### config.mk
export PLATFORM = sky130hd
export DESIGN_NAME = bus_request_arbiter
export DESIGN_NICKNAME = d
export VERILOG_FILES = /design/src/arb_pkg.sv /design/src/strap_sync.sv /design/src/bus_request_arbiter.sv
export SDC_FILE = /design/constraint.sdc
export NUM_CORES = 1
export LEC_CHECK = 0
export ABC_CLOCK_PERIOD_IN_PS = 1850
export BUFFER_PORTS_ARGS = -buffer_cell sky130_fd_sc_hd__buf_2
export CAP_MARGIN = 20
export CORE_MARGIN = 8
export CORE_UTILIZATION = 39
export CTS_CLUSTER_DIAMETER = 60
export DETAILED_ROUTE_END_ITERATION = 8
export GPL_TIMING_DRIVEN = 1
export PLACE_DENSITY = 0.56
export SLEW_MARGIN = 20
export SYNTH_ARGS = -nofsm -noshare
export SYNTH_HDL_FRONTEND = slang
export SYNTH_HIERARCHICAL = 1
export SYNTH_SLANG_ARGS = --single-unit
### constraint.sdc
create_clock -name clk -period 1.85 [get_ports clk]
set_clock_uncertainty 0.05 [all_clocks]
set_input_delay 0.0925 -clock clk [delete_from_list [all_inputs] [get_ports clk]]
set_output_delay 0.0925 -clock clk [all_outputs]
set_load 0.005 [all_outputs]
### src/arb_pkg.sv
// shared constants and carrier types for the bus request arbiter
// assumes a single 10 MHz core clock and synchronous active-high reset
package arb_pkg;
  // ==========================================================
  // widths and counts
  localparam int          LINE_COUNT   = 4;    // request lines on the bus
  localparam int          INDEX_WIDTH  = 3;    // processor index straps
  localparam int          SLOT_WIDTH   = 2;    // line number within group
  // ==========================================================
  // index codes
  localparam logic [2:0]  INDEX_SOLO   = 3'h0; // single processor code
  localparam logic [2:0]  INDEX_FIRST  = 3'h1; // code that selects line 1
  localparam logic [2:0]  INDEX_LAST   = 3'h4; // highest legal code
  // ==========================================================
  // reset values
  localparam logic [3:0]  LINES_IDLE   = 4'hF; // all lines inactive high
  localparam logic [1:0]  SLOT_RESET   = 2'h0; // last owner at reset is line 1, so rotation starts at line 2

  // arbiter sequencer states
  typedef enum logic [1:0] {
    ST_IDLE = 2'b00,  // not requesting
    ST_REQ  = 2'b01,  // request driven, waiting for grant
    ST_OWN  = 2'b10,  // owns the bus, access running
    ST_REL  = 2'b11   // releasing the line
  } arb_state_t;

  // straps caught after reset release
  typedef struct packed {
    logic [1:0] own_slot;  // own line number, 0 means line 1
    logic       rotating;  // rotating priority selected
    logic       pullup_en; // pull-ups on request and priority pins
    logic       solo;      // index code 000
  } strap_t;
endpackage : arb_pkg

### src/strap_sync.sv
// two-flop synchroniser for pin inputs of the arbiter
// assumes the pins are asynchronous to clk
`timescale 1ns/1ns
module strap_sync
  import arb_pkg::*;
#(
  parameter int WIDTH = 8  // number of pins synchronised
) (
  // clock and reset
  input  wire logic             clk,
  input  wire logic             rst,
  // raw pins and their synchronised copy
  input  wire logic [WIDTH-1:0] pin_in,
  output logic      [WIDTH-1:0] pin_sync
);
  typedef struct packed {
    logic [WIDTH-1:0] meta;  // first stage, read only by second
    logic [WIDTH-1:0] sync;  // second stage
  } sync_state_t;
  sync_state_t state;
  sync_state_t next_state;

  // ==========================================================
  // next stage values
  always_comb begin
    next_state.meta = pin_in;
    next_state.sync = state.meta;
  end

  // stages run through reset on purpose: straps must be settled in the
  // second stage at release, so a reset value here would be caught as
  // the strap code; rst is kept only for a uniform port list
  always_ff @(posedge clk) begin
    state <= next_state;
  end

  assign pin_sync = state.sync;
endmodule : strap_sync

### src/bus_request_arbiter.sv
// bus request arbitration for up to four processors on one bus
// assumes peers keep unused lines high and all share the priority strap
`timescale 1ns/1ns

// Overview of operation
// drive only own line, others are inputs
// watch every peer request line continuously
// unused lines held high by system
// own line never tied by system
// index 001 line 1, 010 line 2
// single processor uses index 000 or 001
// index codes 101 to 111 reserved
// index straps change only during reset
// priority strap high selects rotating priority
// priority strap low selects fixed priority
// same priority strap on every processor
// pull-ups enabled only when index 00x
// take bus when no higher request, release
module bus_request_arbiter
  import arb_pkg::*;
(
  // clock and reset
  input  wire logic                  clk,
  input  wire logic                  rst,
  // configuration straps
  input  wire logic [INDEX_WIDTH-1:0] processor_index,
  input  wire logic                  priority_scheme_select,
  // request line pins, active low open style
  input  wire logic [LINE_COUNT-1:0] bus_request_line_n_in,
  output logic      [LINE_COUNT-1:0] bus_request_line_n_out,
  output logic      [LINE_COUNT-1:0] bus_request_line_n_oe,
  // core side
  input  wire logic                  access_req,
  input  wire logic                  access_done,
  output logic                       bus_granted,
  output logic      [LINE_COUNT-1:0] peer_requests,
  output logic                       pullup_en,
  output logic                       index_reserved
);
  // ==========================================================
  // state of the arbiter
  typedef struct packed {
    arb_state_t            fsm;       // sequencer state
    strap_t                strap;     // straps caught after reset
    logic                  caught;    // straps taken
    logic [SLOT_WIDTH-1:0] last_slot; // most recent bus owner
    logic [LINE_COUNT-1:0] peers;     // requesting peers
    logic                  granted;   // bus owned
    logic [LINE_COUNT-1:0] drive_n;   // pin output values
    logic [LINE_COUNT-1:0] drive_oe;  // pin enables
    logic                  reserved;  // illegal index code seen
  } arb_regs_t;
  arb_regs_t state;
  arb_regs_t next_state;

  logic [INDEX_WIDTH+LINE_COUNT:0] pins_sync;  // synchronised pins
  logic [LINE_COUNT-1:0]           req_seen;   // active-high requests
  logic [INDEX_WIDTH-1:0]          index_sync; // synchronised index
  logic                            prio_sync;  // synchronised strap

  // ==========================================================
  // pin synchroniser
  strap_sync #(
    .WIDTH (INDEX_WIDTH + LINE_COUNT + 1)
  ) u_sync (
    .clk      (clk),
    .rst      (rst),
    .pin_in   ({processor_index, priority_scheme_select,
                bus_request_line_n_in}),
    .pin_sync (pins_sync)
  );
  assign index_sync = pins_sync[INDEX_WIDTH+LINE_COUNT:LINE_COUNT+1];
  assign prio_sync  = pins_sync[LINE_COUNT];
  assign req_seen   = ~pins_sync[LINE_COUNT-1:0];

  // index code to line number
  // map index code to line number; 000 shares line 1
  function automatic logic [SLOT_WIDTH-1:0] index_to_slot(
    input logic [INDEX_WIDTH-1:0] idx
  );
    logic [INDEX_WIDTH-1:0] tmp;
    tmp = (idx == INDEX_SOLO) ? INDEX_FIRST : idx;
    return SLOT_WIDTH'(tmp - INDEX_FIRST);
  endfunction : index_to_slot

  // true when some requester outranks own slot
  function automatic logic higher_pending(
    input logic [LINE_COUNT-1:0] reqs,
    input logic [SLOT_WIDTH-1:0] own,
    input logic                  rot,
    input logic [SLOT_WIDTH-1:0] last
  );
    logic [SLOT_WIDTH-1:0] first;
    logic [SLOT_WIDTH-1:0] pos;
    logic                  hit;
    first = rot ? SLOT_WIDTH'(last + 2'h1) : SLOT_RESET;
    hit   = 1'b0;
    for (int i = 0; i < LINE_COUNT; i++) begin
      pos = SLOT_WIDTH'(first + i[SLOT_WIDTH-1:0]);
      if (pos == own) begin
        break;
      end
      if (reqs[pos]) begin
        hit = 1'b1;
      end
    end
    return hit;
  endfunction : higher_pending

  // ==========================================================
  // next state logic
  always_comb begin
    logic [LINE_COUNT-1:0] peer_mask;
    peer_mask  = '0;
    next_state = state;
    // straps taken once after reset
    if (!state.caught) begin
      next_state.caught          = 1'b1;
      next_state.strap.own_slot  = index_to_slot(index_sync);
      next_state.strap.solo      = (index_sync == INDEX_SOLO);
      // low strap keeps fixed priority
      next_state.strap.rotating  = prio_sync;
      // pull-ups only for index 00x
      next_state.strap.pullup_en = (index_sync[2:1] == 2'h0);
      next_state.reserved        = (index_sync > INDEX_LAST);
    end
    // peer lines watched every cycle
    peer_mask        = req_seen;
    peer_mask[state.strap.own_slot] = 1'b0;
    next_state.peers = peer_mask;
    // rotation follows the last owner seen
    // a peer whose request line drops has finished with the bus
    if (state.strap.rotating && !state.granted) begin
      for (int j = 0; j < LINE_COUNT; j++) begin
        if (state.peers[j] && !peer_mask[j]) begin
          next_state.last_slot = SLOT_WIDTH'(j);
        end
      end
    end
    case (state.fsm)
      ST_IDLE: begin
        if (state.caught && access_req && !state.reserved) begin
          next_state.fsm = ST_REQ;
        end
      end
      ST_REQ: begin
        // wait while a higher request is active
        if (!higher_pending(peer_mask, state.strap.own_slot,
                            state.strap.rotating, state.last_slot)) begin
          next_state.fsm     = ST_OWN;
          next_state.granted = 1'b1;
        end
      end
      ST_OWN: begin
        // release after the access completes
        if (access_done) begin
          next_state.fsm       = ST_REL;
          next_state.granted   = 1'b0;
          next_state.last_slot = state.strap.own_slot;
        end
      end
      ST_REL: begin
        next_state.fsm = ST_IDLE;
      end
      default: begin
        next_state.fsm = ST_IDLE;
      end
    endcase
    // drive only own line, low while requesting
    next_state.drive_oe = '0;
    next_state.drive_n  = LINES_IDLE;
    // enable follows the straps caught on this same edge
    if (next_state.caught) begin
      next_state.drive_oe[next_state.strap.own_slot] = 1'b1;
      next_state.drive_n[next_state.strap.own_slot] =
        !(next_state.fsm == ST_REQ || next_state.fsm == ST_OWN);
    end
  end

  // ==========================================================
  // state register; straps caught after release, never at reset
  always_ff @(posedge clk) begin
    if (rst) begin
      state           <= '0;
      state.fsm       <= ST_IDLE;
      state.drive_n   <= LINES_IDLE;
      state.last_slot <= SLOT_RESET;
    end else begin
      state <= next_state;
    end
  end

  // outputs straight from flip-flops
  assign bus_request_line_n_out = state.drive_n;
  assign bus_request_line_n_oe  = state.drive_oe;
  assign bus_granted            = state.granted;
  assign peer_requests          = state.peers;
  assign pullup_en              = state.strap.pullup_en;
  assign index_reserved         = state.reserved;

  // ==========================================================
  // checks
  // one enabled line only
  a_single_drive: assert property (@(posedge clk) disable iff (rst)
    $onehot0(bus_request_line_n_oe))
    else $error("more than one request line driven");
  // grant only after request phase
  a_grant_after_req: assert property (@(posedge clk) disable iff (rst)
    $rose(bus_granted) |-> $past(state.fsm) == ST_REQ)
    else $error("grant without request");
  // line low while bus owned
  a_own_line_low: assert property (@(posedge clk) disable iff (rst)
    bus_granted |-> (bus_request_line_n_out | ~bus_request_line_n_oe)
      != LINES_IDLE)
    else $error("bus owned with line released");
  // back in idle two cycles after done
  a_release_done: assert property (@(posedge clk) disable iff (rst)
    (bus_granted && access_done) |=> ##1 state.fsm == ST_IDLE)
    else $error("no release after done");
  // own line never in peer set
  a_peer_excl_own: assert property (@(posedge clk) disable iff (rst)
    state.caught |-> !peer_requests[state.strap.own_slot])
    else $error("own line in peer set");
  // pull-up follows index
  a_pullup_index: assert property (@(posedge clk) disable iff (rst)
    state.caught |-> pullup_en == (state.strap.own_slot == 2'h0 &&
      !index_reserved))
    else $error("pull-up enable wrong");
  // fixed mode blocks on line 1
  a_fixed_block: assert property (@(posedge clk) disable iff (rst)
    (state.fsm == ST_REQ && !state.strap.rotating && req_seen[0] &&
      state.strap.own_slot != 2'h0) |=> !bus_granted)
    else $error("fixed priority violated");
  // line one for index 000
  a_index_map: assert property (@(posedge clk) disable iff (rst)
    (state.caught && $stable(state.caught) && state.strap.solo)
      |-> state.strap.own_slot == 2'h0)
    else $error("index map wrong");
  c_grant: cover property (@(posedge clk) disable iff (rst)
    $rose(bus_granted));
  c_wait: cover property (@(posedge clk) disable iff (rst)
    state.fsm == ST_REQ [*3]);
  c_rotating: cover property (@(posedge clk) disable iff (rst)
    state.strap.rotating && $rose(bus_granted));
endmodule : bus_request_arbiter

==> results.md <==
* Diode count at 0
* Minimum clock period at approximately 1.7 ns
* Placed insts at ~250
* Final Util at between 50% and 60%
* R2R Path Start: state[20]$_SDFF_PP0_
* Async S/R FF share, synth at 0%
* Mapped Cells at ~180
* Tot GR Track Use at between 10% and 20%
* Most used flip-flop cell after synthesis: dfxtp_1
* Critical path required time at between 1.5 and 2 ns
* Net Count, Synth at slightly below 200
* DIE HEIGHT at 81.32 um
* Worst-path clk slew at roughly 0.08 ns
* Vias at 1372
* Core Area at between 0.004 and 0.005 mm2
* Final worst setup slack at ~0.10 ns
* Final TNS setup at 0 ns
* Multi-input logic area at 754.5 um2
* Nets at around 230
* Syn. warnings at 6
* Arrival time at the worst endpoint at between 1.5 and 2 ns
* Io pins at 27
* Worst r2r dst: state[22]$_SDFF_PP0_
* Endpoint class of the critical path: flop
* EDFF count, synth at 0
* Max Fclk at approximately 570 MHz
* Vias/cell at 5.044
* Share of cells above drive strength 1 at slightly below 30%
* Pre-antenna DRT Iters at 4
* Mean Syn Cell Area at approximately 9 um2
* RSZ-0062 raised after global routing: true
* Die area at between 0.006 and 0.007 mm2
* Max_cap viols at 0
* Gr ovfl total at 0
* Worst slack, placed at between 0.02 and 0.03 ns
* Number of global-route vias before repair at ~1.3k
* Sequential Area at 793.3 um2
* Worst r2r path cells at 7
* Hold Crit Class: in -> reg
* Initial Utilization at about two fifths
* CP max FO at 6
* Worst vdd ir at between 0.3 and 0.4 mV
* Startpoint Class: flop
* CTS max path bufs at 2
* Worst-Skew Late Latency at between 0.2 and 0.3 ns
* CP max stage cell: mux4_2
* Final Hold Fails at 0
* Netlist cell types at between 40 and 50
* Mapped Area at approximately 0.0017 mm2
* H-tree depth at 2
* Cells along the critical path: buf_12 > nand2_4 > nand2_1 > mux4_2 > a211oi_2 > o211ai_1 > and3_1
* Residual DRC at 0
* Leakage at 0.9057 nW
* Hpwl dp at approximately 2700 um
* Largest net degree at the start of global routing at 14
* Sequential share of the synthesized area at 46.92%
* CTS tree: built
* Hold_ws at slightly above 0.09 ns
* Total routed wirelength at 3709 um
* Fill count at between 300 and 400
* Cell Rows at 23
* Initial DRC Count at about 80
* Post-DR wirelength/cell at around 14 um
* Relative slew margins at 66.51%
* Antenna Nets Post-Route at 0
* Layout Area Growth over Synthesis at 27.29%
* Final setup vio count at 0
* Run status: completed
* CP Class: reg -> reg
* Hold path cells at 2
* GPL Wtd Cong at just under 0.8
* CP peak stage delay at between 0.4 and 0.5 ns
* R2R setup slack at a little over 0.1 ns
* Hold Path Sink: pullup_en$_SDFFE_PP0N_
* TritonCTS Buffers at 5
* Layout Cells excl Fill at roughly 270
* First-pass GRT wire length at about 5900 um
* Root Buffer: clkbuf_8
* Slew Limit Fails at 0
* Die width at 81.32 um
* Worst-Margin Slew at about 0.50 ns
* P per Cell Area at 929.5 mW/mm2
* Antenna violations before repair at 0
* Flop and latch count out of synthesis at 39
* IO Port Bufs at 26
* Min-Delay Startpoint: rst
* Final worst path period share at 94.56%
* Clk sink count at 39
power breakdown:
| part | total (mW) | switching [mW] | internal [mW] |
|---|---|---|---|
| clock | 0.741 | 0.297 | 0.443 |
| sequential | 0.943 | 0.0481 | 0.895 |
| combinational | 0.285 | 0.134 | 0.151 |
per-stage QoR:
stage          area [um2]  power [mW]
6_report             2118       1.969
2_1_floorplan        1664       1.138
3_3_place_gp         1805       1.210
3_5_place_dp         1805       1.212
4_1_cts              2007       1.973
5_1_grt              2118       2.071
what timing repair did:
item	CTS	global route
endpoints found under the hold margin	8	0
setup endpoints to repair	0	3
buffers inserted	0	6
hold buffers	8	0
resized for setup	0	14
registers in the layout, indices dropped and copies added (netlist names):
signal and cells:
pullup_en 1, bus_granted 1, bus_request_line_n_oe 4, state 8, peer_requests 4, u_sync/next_state 8
index_reserved 1, u_sync/pin_sync 8, bus_request_line_n_out 4
layout by cell type (no fill, tap or decap), types with 6 or more instances in the layout:
master | netlist | routed
nor3_1 | 6 | 6
nor2b_1 | 6 | 6
clkbuf_8 | 0 | 6
dfxtp_1 | 39 | 33
a21oi_1 | 10 | 10
buf_2 | 3 | 26
dlygate4sd3_1 | 0 | 8
buf_4 | 13 | 14
nand2_1 | 18 | 17
nand3_1 | 7 | 7
nor2_1 | 17 | 17
cell usage after synthesis, types with 2 or more instances:
| master | n | area [um2] |
|---|---|---|
| dfxtp_1 | 39 | 780.8 |
| nand2_1 | 18 | 67.56 |
| nor2_1 | 17 | 63.81 |
| buf_4 | 13 | 97.59 |
| a21oi_1 | 10 | 50.05 |
| nand3_1 | 7 | 35.03 |
| nand2b_1 | 6 | 37.54 |
| nor2b_1 | 6 | 37.54 |
| nor3_1 | 6 | 30.03 |
| o21ai_0 | 5 | 25.02 |
| inv_1 | 4 | 15.01 |
| mux2i_1 | 4 | 40.04 |
| a22oi_1 | 3 | 22.52 |
| and2_1 | 3 | 18.77 |
| and3_1 | 3 | 18.77 |
| buf_2 | 3 | 15.01 |
| clkbuf_1 | 3 | 11.26 |
| o211ai_1 | 3 | 22.52 |
| a221o_1 | 2 | 20.02 |
| a31oi_1 | 2 | 12.51 |
| nand3b_1 | 2 | 15.01 |
| nor3b_1 | 2 | 15.01 |
| o21ai_1 | 2 | 10.01 |
| o31ai_1 | 2 | 15.01 |
| xor2_1 | 2 | 17.52 |
critical path, delay by kind of cell, from the launching register on:
kind | cells | cell delay (ns)
flip-flops | 1 | 0.39
buffers and inverters | 1 | 0.14
multiplexers | 1 | 0.46
AO/OA/AOI/OAI | 2 | 0.36
AND/OR/NAND/NOR | 3 | 0.25
cell type report:
cell class                      instances  area share [%]
Sequential cell                        39           37.45
Inverter                                4          0.7088
Multi-Input combinational cell        120           35.62
Timing Repair Buffer                   51           17.54
Clock inverter                          2           1.831
Clock buffer                            6           3.898
Tap cell                               50           2.953
cell families after synthesis:
group | synth area share (%)
flip-flops | 46.92
XOR/XNOR | 1.579
multiplexers | 4.436
AO/OA/AOI/OAI | 14.51
buffers and inverters | 9.247
AND/OR/NAND/NOR | 23.31
layer usage:
metal  GRT usage, %  part of all wire [%]  wire (um)
met5              0                     0          0
met4          5.000                   2.4         89
met3          3.642                   4.8        178
met2          18.46                    47       1738
met1          13.77                    46       1703
worst max path at each step:
stage / slack [ns] / end / start / cells after the start
floorplan: 0.15 / state[22]$_SDFF_PP0_ / state[21]$_SDFF_PP0_ / 7
global placement: 0.09 / state[23]$_SDFF_PP0_ / state[14]$_SDFF_PP0_ / 6
detailed placement: 0.03 / state[23]$_SDFF_PP0_ / state[14]$_SDFF_PP0_ / 6
CTS: 0.02 / state[23]$_SDFF_PP0_ / state[14]$_SDFF_PP0_ / 6
global route: -0.03 / state[23]$_SDFF_PP0_ / state[20]$_SDFF_PP0_ / 7
finish: 0.10 / state[22]$_SDFF_PP0_ / state[20]$_SDFF_PP0_ / 7
Note: power is estimated with default switching activity, not from simulation.
